## config.mk

```make
export PLATFORM = sky130hd
export DESIGN_NAME = uepc_host
export DESIGN_NICKNAME = d
export VERILOG_FILES = /design/src/core/uepc_pkg.sv /design/src/core/uepc_timer.sv /design/src/core/uepc_host.sv
export SDC_FILE = /design/constraint.sdc
export NUM_CORES = 1
export LEC_CHECK = 0
export BUFFER_PORTS_ARGS = -buffer_cell sky130_fd_sc_hd__buf_2
export CORE_UTILIZATION = 30
export CTS_CLUSTER_SIZE = 14
export DETAILED_ROUTE_END_ITERATION = 6
export REMOVE_ABC_BUFFERS = 1
export SLEW_MARGIN = 20
export SYNTH_ARGS = -nofsm -noshare
export SYNTH_HDL_FRONTEND = slang
export SYNTH_SLANG_ARGS = --single-unit
```

## constraint.sdc

```tcl
create_clock -name core_clk -period 4.2 [get_ports core_clk]
set_clock_uncertainty 0.05 [all_clocks]
set_input_delay 0.63 -clock core_clk [delete_from_list [all_inputs] [get_ports core_clk]]
set_output_delay 0.63 -clock core_clk [all_outputs]
set_load 0.02 [all_outputs]
```

## src/core/uepc_pkg.sv

```systemverilog
package uepc_pkg;

   // ==========================================================
   // array geometry
   localparam int ADDR_W = 15;
   localparam int DATA_W = 8;
   localparam logic [7:0] ERASED_BYTE = 8'hFF;

   // ==========================================================
   // timing, in nanoseconds as printed, and clock rate
   localparam int CLK_PERIOD_NS = 10;
   localparam int ACCESS_NS = 200;      // address_access_delay, slowest grade
   localparam int GATE_NS = 50;         // gate_to_data_delay
   localparam int FLOAT_NS = 60;        // output float after gate rises
   localparam int SETUP_NS = 1000;      // address, data, gate, supply setup
   localparam int HOLD_NS = 1000;       // data hold after strobe
   localparam int PULSE_NS = 50000;     // program pulse width

   // cycle counts, least times rounded up
   localparam int ACCESS_CYC = (ACCESS_NS + CLK_PERIOD_NS - 1) / CLK_PERIOD_NS;
   localparam int FLOAT_CYC = (FLOAT_NS + CLK_PERIOD_NS - 1) / CLK_PERIOD_NS;
   localparam int SETUP_CYC = (SETUP_NS + CLK_PERIOD_NS - 1) / CLK_PERIOD_NS;
   localparam int HOLD_CYC = (HOLD_NS + CLK_PERIOD_NS - 1) / CLK_PERIOD_NS;
   localparam int PULSE_CYC = (PULSE_NS + CLK_PERIOD_NS - 1) / CLK_PERIOD_NS;
   localparam int MAX_PULSES = 10;
   localparam int CNT_W = 16;

   // ==========================================================
   // operations and results
   localparam logic [1:0] OP_READ = 2'h0;
   localparam logic [1:0] OP_PROG = 2'h1;
   localparam logic [1:0] OP_IDENT = 2'h2;
   localparam logic [1:0] ST_OK = 2'h0;
   localparam logic [1:0] ST_FAIL = 2'h1;

   typedef enum logic [3:0] {
      UEPC_IDLE, UEPC_RSETUP, UEPC_RWAIT, UEPC_RFLOAT, UEPC_VPPUP,
      UEPC_PSETUP, UEPC_PULSE, UEPC_PHOLD, UEPC_VWAIT, UEPC_VFLOAT,
      UEPC_VPPDN, UEPC_DONE
   } uepc_state_type;

endpackage : uepc_pkg

```

## src/core/uepc_timer.sv

```systemverilog
// down counter giving a one-cycle expiry pulse
module uepc_timer #(
   parameter int WIDTH = 16
) (
   // clock and reset
   input wire logic core_clk,
   input wire logic rst_n,
   // control
   input wire logic load,
   input wire logic [WIDTH-1:0] load_value,
   // status
   output logic expired
);

   typedef struct packed {
      logic [WIDTH-1:0] cnt;
      logic run;
      logic exp;
   } uepc_tmr_type;

   uepc_tmr_type q, d;

   // refuse a width the down counter cannot serve
   if (WIDTH < 2)
   begin : g_bad_width
      $error("timer width too small");
   end

   // ==========================================================
   // count down after load, pulse when reaching zero
   always_comb
   begin
      d = q;
      d.exp = 1'b0;
      if (load)
      begin
         d.cnt = load_value;
         d.run = 1'b1;
      end
      else if (q.run)
      begin
         if (q.cnt <= WIDTH'(1))
         begin
            d.run = 1'b0;
            d.exp = 1'b1;
            d.cnt = '0;
         end
         else
         begin
            d.cnt = q.cnt - WIDTH'(1);
         end
      end
   end

   always_ff @(posedge core_clk or negedge rst_n)
   begin
      if (!rst_n)
      begin
         q <= '0;
      end
      else
      begin
         q <= d;
      end
   end

   assign expired = q.exp;

endmodule : uepc_timer

```

## src/core/uepc_host.sv

```systemverilog
module uepc_host #(
   parameter int PULSE_CYCLES = uepc_pkg::PULSE_CYC,
   parameter int MAX_TRIES = uepc_pkg::MAX_PULSES
) (
   // clock and reset
   input wire logic core_clk,
   input wire logic rst_n,
   // user command port
   input wire logic cmd_valid,
   output logic cmd_ready,
   input wire logic [1:0] cmd_op,
   input wire logic [uepc_pkg::ADDR_W-1:0] cmd_addr,
   input wire logic [uepc_pkg::DATA_W-1:0] cmd_data,
   output logic rsp_valid,
   output logic [uepc_pkg::DATA_W-1:0] rsp_data,
   output logic [1:0] rsp_status,
   output logic [3:0] rsp_pulses,
   // memory pins
   output logic [uepc_pkg::ADDR_W-1:0] mem_addr,
   output logic id_select_high_voltage_line,
   output logic select_and_program_strobe_n,
   output logic output_gate_n,
   output logic program_supply_high,
   input wire logic [uepc_pkg::DATA_W-1:0] byte_lines_in,
   output logic [uepc_pkg::DATA_W-1:0] byte_lines_out,
   output logic byte_lines_oe_n
);

   localparam int CW = uepc_pkg::CNT_W;

   typedef struct packed {
      uepc_pkg::uepc_state_type st;
      logic [1:0] op;
      logic [uepc_pkg::ADDR_W-1:0] addr;
      logic [uepc_pkg::DATA_W-1:0] data;
      logic [uepc_pkg::DATA_W-1:0] rdata;
      logic [3:0] tries;
      logic [1:0] status;
      logic sel_n;
      logic gate_n;
      logic vpp;
      logic idhv;
      logic drive;
      logic rvalid;
      logic [7:0] sync1;
      logic [7:0] sync2;
   } uepc_host_type;

   uepc_host_type q, d;
   logic tmr_load;
   logic [CW-1:0] tmr_value;
   logic tmr_done;

   // refuse limits the pulse counter or the timer cannot serve
   if (MAX_TRIES < 1 || MAX_TRIES > 15)
   begin : g_bad_tries
      $error("pulse limit out of range");
   end
   if (PULSE_CYCLES < 1 || PULSE_CYCLES >= (1 << CW))
   begin : g_bad_pulse
      $error("pulse length out of range");
   end

   // sized cycle count for the timer load port
   function automatic logic [CW-1:0] cyc(input int n);
      cyc = CW'(n);
   endfunction : cyc

   uepc_timer #(
      .WIDTH(CW)
   ) u_timer (
      .core_clk(core_clk),
      .rst_n(rst_n),
      .load(tmr_load),
      .load_value(tmr_value),
      .expired(tmr_done)
   );

   // ==========================================================
   // sequencer
   always_comb
   begin
      d = q;
      d.rvalid = 1'b0;
      tmr_load = 1'b0;
      tmr_value = '0;
      // byte lines come from outside: two flip-flops first
      d.sync1 = byte_lines_in;
      d.sync2 = q.sync1;
      case (q.st)
         uepc_pkg::UEPC_IDLE:
         begin
            // idle: standby, supply at logic level
            d.sel_n = 1'b1;
            d.gate_n = 1'b1;
            d.vpp = 1'b0;
            d.idhv = 1'b0;
            d.drive = 1'b0;
            if (cmd_valid)
            begin
               d.op = cmd_op;
               d.addr = cmd_addr;
               d.data = cmd_data;
               d.tries = '0;
               tmr_load = 1'b1;
               if (cmd_op == uepc_pkg::OP_PROG)
               begin
                  // strobe already high before supply rises
                  d.st = uepc_pkg::UEPC_VPPUP;
                  tmr_value = cyc(uepc_pkg::SETUP_CYC);
               end
               else
               begin
                  if (cmd_op == uepc_pkg::OP_IDENT)
                  begin
                     // id read: all other lines low, lowest line picks
                     d.idhv = 1'b1;
                     d.addr = {{(uepc_pkg::ADDR_W-1){1'b0}},
                        cmd_addr[0]};
                  end
                  d.st = uepc_pkg::UEPC_RSETUP;
                  tmr_value = cyc(1);
               end
            end
         end
         uepc_pkg::UEPC_RSETUP:
         begin
            if (tmr_done)
            begin
               // select and gate low together for read
               d.sel_n = 1'b0;
               d.gate_n = 1'b0;
               tmr_load = 1'b1;
               tmr_value = cyc(uepc_pkg::ACCESS_CYC + 2);
               d.st = uepc_pkg::UEPC_RWAIT;
            end
         end
         uepc_pkg::UEPC_RWAIT:
         begin
            if (tmr_done)
            begin
               d.rdata = q.sync2;
               d.status = uepc_pkg::ST_OK;
               d.gate_n = 1'b1;
               d.sel_n = 1'b1;
               tmr_load = 1'b1;
               tmr_value = cyc(uepc_pkg::FLOAT_CYC);
               d.st = uepc_pkg::UEPC_RFLOAT;
            end
         end
         uepc_pkg::UEPC_RFLOAT:
         begin
            if (tmr_done)
            begin
               d.idhv = 1'b0;
               d.st = uepc_pkg::UEPC_DONE;
            end
         end
         uepc_pkg::UEPC_VPPUP:
         begin
            // supply high, gate high: programming mode
            d.vpp = 1'b1;
            d.gate_n = 1'b1;
            if (tmr_done)
            begin
               d.st = uepc_pkg::UEPC_PSETUP;
               tmr_load = 1'b1;
               tmr_value = cyc(uepc_pkg::SETUP_CYC);
            end
         end
         uepc_pkg::UEPC_PSETUP:
         begin
            // present data on byte lines, select still high
            d.drive = 1'b1;
            d.gate_n = 1'b1;
            d.sel_n = 1'b1;
            if (tmr_done)
            begin
               d.sel_n = 1'b0;
               d.tries = q.tries + 4'h1;
               tmr_load = 1'b1;
               tmr_value = cyc(PULSE_CYCLES);
               d.st = uepc_pkg::UEPC_PULSE;
            end
         end
         uepc_pkg::UEPC_PULSE:
         begin
            if (tmr_done)
            begin
               // discrete pulse ends by timer, never static low
               d.sel_n = 1'b1;
               tmr_load = 1'b1;
               tmr_value = cyc(uepc_pkg::HOLD_CYC);
               d.st = uepc_pkg::UEPC_PHOLD;
            end
         end
         uepc_pkg::UEPC_PHOLD:
         begin
            if (tmr_done)
            begin
               // release bus and set gate low in the same cycle for verify
               d.drive = 1'b0;
               d.gate_n = 1'b0;
               tmr_load = 1'b1;
               tmr_value = cyc(uepc_pkg::ACCESS_CYC + 2);
               d.st = uepc_pkg::UEPC_VWAIT;
            end
         end
         uepc_pkg::UEPC_VWAIT:
         begin
            if (tmr_done)
            begin
               d.rdata = q.sync2;
               d.gate_n = 1'b1;
               tmr_load = 1'b1;
               tmr_value = cyc(uepc_pkg::FLOAT_CYC);
               d.st = uepc_pkg::UEPC_VFLOAT;
            end
         end
         uepc_pkg::UEPC_VFLOAT:
         begin
            if (tmr_done)
            begin
               tmr_load = 1'b1;
               tmr_value = cyc(uepc_pkg::SETUP_CYC);
               if (q.rdata == q.data)
               begin
                  d.status = uepc_pkg::ST_OK;
                  d.st = uepc_pkg::UEPC_VPPDN;
               end
               else if (q.tries >= 4'(MAX_TRIES))
               begin
                  d.status = uepc_pkg::ST_FAIL;
                  d.st = uepc_pkg::UEPC_VPPDN;
               end
               else
               begin
                  d.st = uepc_pkg::UEPC_PSETUP;
               end
            end
         end
         uepc_pkg::UEPC_VPPDN:
         begin
            // drop supply back to logic level before finishing
            d.vpp = 1'b0;
            if (tmr_done)
            begin
               d.st = uepc_pkg::UEPC_DONE;
            end
         end
         uepc_pkg::UEPC_DONE:
         begin
            d.rvalid = 1'b1;
            d.st = uepc_pkg::UEPC_IDLE;
         end
         default:
         begin
            d.st = uepc_pkg::UEPC_IDLE;
         end
      endcase
   end

   always_ff @(posedge core_clk or negedge rst_n)
   begin
      if (!rst_n)
      begin
         q <= '0;
         q.st <= uepc_pkg::UEPC_IDLE;
         q.sel_n <= 1'b1;
         q.gate_n <= 1'b1;
         q.rdata <= uepc_pkg::ERASED_BYTE;
      end
      else
      begin
         q <= d;
      end
   end

   // ==========================================================
   // outputs
   assign cmd_ready = (q.st == uepc_pkg::UEPC_IDLE);
   assign rsp_valid = q.rvalid;
   assign rsp_data = q.rdata;
   assign rsp_status = q.status;
   assign rsp_pulses = q.tries;
   assign mem_addr = q.addr;
   assign id_select_high_voltage_line = q.idhv;
   assign select_and_program_strobe_n = q.sel_n;
   assign output_gate_n = q.gate_n;
   assign program_supply_high = q.vpp;
   assign byte_lines_out = q.data;
   assign byte_lines_oe_n = ~q.drive;

endmodule : uepc_host

```

==> run_results.csv, run 1 <==
group,metric,value,unit
placement,numPortBuffers,78,
floorplanning,start_util,0.311,
drt,num_vias,3298,
floorplanning,fp.dieArea,0.0143,sq mm
finish,layout-drive-gt1-share,0.251,
drt,drtIter0Drc,254,
synth,synth_warnings,0,
power,p_sw_frac,0.359,
global_route,grt_pass1_vias,3248,
placement,place.gp.congestion,0.839,
power,p_comb_frac,0.315,
clocking,cts_buffer_depth,2,
power,ir_worst_vdd,271,uV
power,power.density,654,mW/mm^2
synth,ys_seq_area_frac,0.486,
floorplanning,core,0.0133,sq mm
synth,ys.flop_type,"dfrtp_1",
global_route,grt_max_degree,81,
synth,synth_edf_count,0,
setup_path,cp_max_fo,23,
floorplanning,die_width,120,um
synth,synthTopCellsByCount,"nand2_1 (76), dfrtp_1 (70), buf_4 (37)",
timing,max_freq,304,MHz
synth,synth.avg_cell_area,9.34,sq um
synth,yosysMostFrequentCell,"nand2_1",
synth,ys_seq_elements,80,
drt,post_drt_wl_per_cell,14.7,um
power,power.switching,1.13,mW
drt,via_per_inst,5.00,
timing,setup_viol,0,
clocking,root_buffer,"clkbuf_16",
synth,yosys.area.top_type,"dfrtp_1",
setup_path,cp_num_buf_inv,0,
flow_run,drv_cap,0,
clocking,holdBufCountCts,0,
power,p_seq_frac,0.384,
timing,worstMarginPinSlew,0.977,ns
finish,fill_cells,1374,
clocking,cts_buffers,9,
timing,tns,0,ns
setup_path,arrival,3.50,ns
drt,drc_errors,0,
drt,drtPass1Iterations,5,
global_route,grt_pass1_wl,16.3,mm
floorplanning,die_h,120,um
timing,rsz0062_at_grt,"false",
timing,fin_crit,3.29,ns
setup_path,crit_family,"simple AND/OR/NAND/NOR gates",
clocking,cts_resized,0,
setup_path,timing.critical_path.from_type,"flop",
clocking,htree_levels,3,
synth,post_synth_num_cell_types,60,
status,status,"complete, no violations",
clocking,clk_latency,0.34,ns
timing,fin_crit_sh,0.784,
timing,drv_slew,0,
timing,relSlewSlack,0.349,
setup_path,slowest_stage,"a2111oi_0",
floorplanning,rows,42,
finish,num_antenna_cells,0,
setup_path,cp_cell_sequence,"nor2b_1 -> a2111oi_0 -> nand2_1 -> or4_1 -> o221ai_1",
timing,finalHoldViolCount,0,
setup_path,critPathKind,"flop to flop",
clocking,cts_setup_buffers,0,
synth,async_flop_share,1.00,
drt,ant_nets,0,
global_route,grt_usage,0.143,
drt,wirelength,9.67,mm
power,internal-power,2.01,mW
clocking,clkTransAtPathRegs,0.06,ns
finish,area_growth,15.6,%
global_route,grt_overflow,0,
synth,syn_area,0.00415,sq mm
power,p_leak,2.26,nW
global_route,antenna_found_initial,0,
placement,dp_hpwl,6.65,mm
synth,synth.top_cell.area_share,0.423,
power,report.power.total,3.13,mW
floorplanning,io_pins,80,
synth,yosys-top-cells-area,"dfrtp_1 (42%), nand2_1 (6.9%), buf_4 (6.7%)",
clocking,cts_tree,"done",
setup_path,required,4.40,ns
power,clkPwrFrac,0.300,
finish,utilization,0.359,
min_path,hp-class,"flop to flop",
synth,synth_cells,444,
setup_path,end_kind,"flop",
clocking,clkSinkCount,80,
setup_path,critical_path.max_stage_delay,0.84,ns
finish,fin_nets,518,
[routing by layer]
layer,share of wire,up-vias,global-route usage
met5,0,-,0
met4,0.021,0,0.0695
met3,0.055,15,0.0328
met2,0.46,95,0.216
met1,0.46,1592,0.194
li1,-,1596,-
[layout make-up]
cell class                      instances  area [sq um]  area share
Clock buffer                           12           267      0.0556
Inverter                               13          48.8      0.0102
Sequential cell                        80          2010       0.420
Multi-Input combinational cell        292          1720       0.359
Timing Repair Buffer                   82           423      0.0883
Tap cell                              176           220      0.0460
Clock inverter                          4          98.8      0.0206
[flip-flops by register name, summed over array words and instances (netlist names)]
register,count
byte_lines_out,8
d,8
id_select_high_voltage_line,1
mem_addr,15
output_gate_n,1
program_supply_high,1
q,13
rsp_data,8
rsp_pulses,4
rsp_status,1
rsp_valid,1
select_and_program_strobe_n,1
u_timer.expired,1
u_timer.q,17
[power by group through the flow]
stage                     registers, mW  logic (mW)  clock network (mW)
after floorplan                    1.34       0.514                   0
after global placement             1.21       0.968                   0
after detailed placement           1.22       0.988                   0
after CTS                          1.20       0.994               0.956
after global routing               1.24        1.09               0.995
final                              1.20       0.987               0.940
[final timing paths]
kind | start | to | slack [ns] | depth (start not counted)
min in group asynchronous | rst_n | d[1]$_DFF_PN0_ | 0.41 | 1
worst min-delay path | d[7]$_DFF_PN0_ | q[7]$_DFF_PN0_ | 0.30 | 0
worst max register to register | q[64]$_DFFE_PN0P_ | u_timer.q[17]$_DFFE_PN0P_ | 0.91 | 5
worst max-delay path | q[64]$_DFFE_PN0P_ | u_timer.q[17]$_DFFE_PN0P_ | 0.91 | 5
worst min register to register | d[7]$_DFF_PN0_ | q[7]$_DFF_PN0_ | 0.30 | 0
max in group asynchronous | rst_n | mem_addr[7]$_DFFE_PN0P_ | 3.07 | 1
[worst reg2reg max path: stages (launching register included)]
cell       delay, ns
dfrtp_1         0.80
nor2b_1         0.16
a2111oi_0       0.84
nand2_1         0.62
or4_1           0.66
o221ai_1        0.08
[stage by stage]
step	area, sq um	setup slack (ns)	std cells	hold slack [ns]
CTS	4790	0.943	659	0.298
detailed placement	4430	0.933	643	0.285
global route	4790	0.649	659	0.305
global placement	4430	1.21	643	0.282
floorplan	3780	1.17	385	0.281
finish	4790	0.907	659	0.296
[cells in the final DEF, fill, tap and decap left out, types with 8 or more instances in the layout]
cell type | netlist | final
buf_2 | 2 | 77
nand2_1 | 76 | 76
dfrtp_1 | 70 | 70
nor2_1 | 25 | 25
nand3_1 | 22 | 22
a21oi_1 | 19 | 19
o21ai_0 | 17 | 17
inv_1 | 13 | 13
dfstp_2 | 10 | 10
xor2_1 | 9 | 9
clkbuf_16 | 0 | 9
nor4_1 | 8 | 8
mux2_2 | 8 | 8
[logic make-up after synthesis]
kind of cell | count (synthesis) | share of synthesized area
AND/OR/NAND/NOR | 177 | 0.204
adder cells (fa/ha/maj) | 4 | 0.0121
buffers and inverters | 72 | 0.0993
XOR/XNOR | 12 | 0.0254
other | 1 | 0.000905
multiplexers | 9 | 0.0241
AO/OA/AOI/OAI | 89 | 0.148
flip-flops | 80 | 0.486
Power figures use the tool's default switching activity.
==> run 2: changes to the inputs <==
- ABC_AREA: default -> 1
- clock period: 4.2 -> 2.7 ns (I/O delays scaled with it)
==> run 2 against run 1 <==
Critical endpoint is now u_timer.q[10]$_DFFE_PN0P_. Clock power rose by 30%. Final cell count is 11% higher. Via count shrank 1.0%.
==> run_results.csv, run 2 <==
group,metric,value,unit
status,status,"complete, no violations",
synth,synth_warnings,0,
clocking,cts_resized,0,
synth,synth_mux_area_frac,0.0107,
finish,top_register,"u_timer.q",
synth,post_synth_num_cell_types,35,
synth,async_flop_share,1.00,
synth,ys_seq_elements,80,
clocking,cts_tree,"done",
synth,synth-xor-area-share,0.0312,
timing,relSlewSlack,0.650,
timing,rsz0062_at_grt,"false",
setup_path,end_kind,"flop",
floorplanning,die_h,120,um
clocking,cts_buffers,9,
finish,num_antenna_cells,0,
setup_path,critPathKind,"flop to flop",
power,power.switching,2.42,mW
synth,synth-compound-area-share,0.0600,
finish,fin_nets,588,
power,power.density,1180,mW/mm^2
finish,fill_cells,1438,
placement,dp_cells,712,
synth,synth.avg_cell_area,8.35,sq um
drt,ant_nets,0,
global_route,grt_max_degree,48,
drt,wirelength,8.74,mm
clocking,root_buffer,"clkbuf_16",
global_route,grt_overflow,0,
synth,synth_fa_ha_area_frac,0.0119,
setup_path,arrival,2.18,ns
power,ir_worst_vdd,514,uV
finish,largest_reg_flops,17,
power,p_seq_frac,0.348,
drt,via_per_inst,4.48,
floorplanning,start_util,0.313,
timing,fin_crit_sh,0.750,
drt,drtPass1Iterations,4,
clocking,htree_levels,3,
setup_path,cp_max_fo,10,
timing,tns,0,ns
timing,setup_viol,0,
synth,yosys.area_share.simple,0.278,
synth,synth.top_cell.area_share,0.416,
synth,yosys-top-cells-area,"dfrtp_1 (42%), nand2_1 (12%), buf_4 (6.8%)",
flow_run,drv_cap,0,
power,clkPwrFrac,0.217,
setup_path,required,2.85,ns
placement,dp_hpwl,6.45,mm
clocking,clk_latency,0.34,ns
clocking,clkSinkCount,80,
global_route,grt_usage,0.130,
synth,synth_cells,504,
floorplanning,fp.dieArea,0.0145,sq mm
synth,synth_top_family_by_area,"simple AND/OR/NAND/NOR gates",
synth,yosys.area.top_type,"dfrtp_1",
setup_path,timing.critical_path.from_type,"flop",
synth,ys_seq_area_frac,0.479,
floorplanning,core,0.0135,sq mm
drt,drc_errors,0,
floorplanning,rows,42,
drt,num_vias,3265,
global_route,grt_pass1_wl,15.0,mm
global_route,grt_pass1_vias,3087,
finish,layout_common_cells,"nand2_1 (138), buf_2 (77), dfrtp_1 (70)",
clocking,clkTransAtPathRegs,0.06,ns
drt,drtIter0Drc,175,
drt,post_drt_wl_per_cell,12.0,um
placement,numPortBuffers,78,
finish,area_growth,14.1,%
finish,layout-drive-gt1-share,0.255,
power,p_leak,2.56,nW
timing,max_freq,494,MHz
timing,drv_slew,0,
synth,synth_edf_count,0,
clocking,cts_buffer_depth,2,
power,p_sw_frac,0.429,
power,internal-power,3.22,mW
placement,place.gp.congestion,0.891,
timing,fin_crit,2.03,ns
synth,yosysMostFrequentCell,"nand2_1",
timing,finalHoldViolCount,0,
floorplanning,die_width,120,um
finish,layout_commonest_cell,"nand2_1",
synth,synthTopCellsByCount,"nand2_1 (138), dfrtp_1 (70), nand3_1 (45)",
global_route,antenna_found_initial,0,
floorplanning,io_pins,80,
synth,ys.flop_type,"dfrtp_1",
power,p_comb_frac,0.435,
timing,worstMarginPinSlew,0.524,ns
finish,stdcell_count,729,
synth,syn_area,0.00421,sq mm
min_path,hp-class,"input pin to flop",
## run 2: cell type report
cell class / count / area [sq um] / area share
Clock buffer: 9 / 225 / 0.0469
Clock inverter: 7 / 77.6 / 0.0162
Inverter: 44 / 165 / 0.0344
Multi-Input combinational cell: 330 / 1650 / 0.344
Sequential cell: 80 / 2010 / 0.420
Tap cell: 176 / 220 / 0.0459
Timing Repair Buffer: 83 / 445 / 0.0928
## run 2: cell families after synthesis
| family | after synthesis |
|---|---|
| muxes | 4 |
| and+or+nand+nor | 260 |
| adders and majority gates | 4 |
| xor gates and xnor gates | 15 |
| other | 1 |
| DFF | 80 |
| AOI/OAI and AO/OA | 46 |
| buffers and inverters | 94 |
## run 2: per-stage QoR
| stage | setup slack, ns | area (sq um) | hold slack, ns | utilization | power [mW] |
|---|---|---|---|---|---|
| detailed placement | 0.696 | 4490 | 0.285 | 0.334 | 4.44 |
| CTS | 0.675 | 4800 | 0.105 | 0.357 | 5.69 |
| finish | 0.675 | 4800 | 0.117 | 0.357 | 5.65 |
| floorplan | 0.860 | 3830 | 0.0594 | - | 3.70 |
| global route | 0.438 | 4800 | 0.107 | 0.357 | 6.12 |
| global placement | 0.751 | 4490 | 0.282 | 0.334 | 4.42 |
## run 2: what timing repair did
| action | in CTS | in global routing |
|---|---|---|
| buffers inserted | 0 | 0 |
| hold buffers | 1 | 0 |
| hold endpoints to repair | 31 | 0 |
| setup endpoints to repair | 0 | 0 |
## run 2: final timing paths
kind | startpoint | end | slack (ns) | cells past startpoint
max reg2reg | u_timer.q[2]$_DFFE_PN0P_ | u_timer.q[10]$_DFFE_PN0P_ | 0.67 | 10
max in group asynchronous | rst_n | rsp_data[7]$_DFFE_PN1P_ | 1.44 | 3
max | u_timer.q[2]$_DFFE_PN0P_ | u_timer.q[10]$_DFFE_PN0P_ | 0.67 | 10
min | byte_lines_in[6] | d[6]$_DFF_PN0_ | 0.12 | 1
min reg2reg | d[4]$_DFF_PN0_ | q[4]$_DFF_PN0_ | 0.30 | 0
min in group asynchronous | rst_n | mem_addr[14]$_DFFE_PN0P_ | 0.51 | 2
## run 2: power groups by stage
stage / logic, mW / registers (mW) / clock network, mW
6_report: 2.46 / 1.97 / 1.22
4_1_cts: 2.48 / 1.97 / 1.25
3_5_place_dp: 2.46 / 1.98 / 0
5_1_grt: 2.78 / 2.03 / 1.31
2_1_floorplan: 1.49 / 2.21 / 0
3_3_place_gp: 2.44 / 1.98 / 0
## run 2: worst max-delay path: stages, from the launching register on
cell     delay (ns)
dfrtp_1        0.42
inv_1          0.12
ha_1           0.24
inv_1          0.07
nor2_2         0.18
nand2_2        0.11
a21oi_1        0.20
nor2_1         0.15
buf_4          0.20
nand3_1        0.08
nand3_1        0.07
## run 2: metal layers
layer  wire length (um)  vias up  track usage
met5                  0        -            0
met4                233        0       0.0571
met3                464       15       0.0358
met2               3770       93        0.192
met1               4280     1499        0.178
li1                   -     1658            -
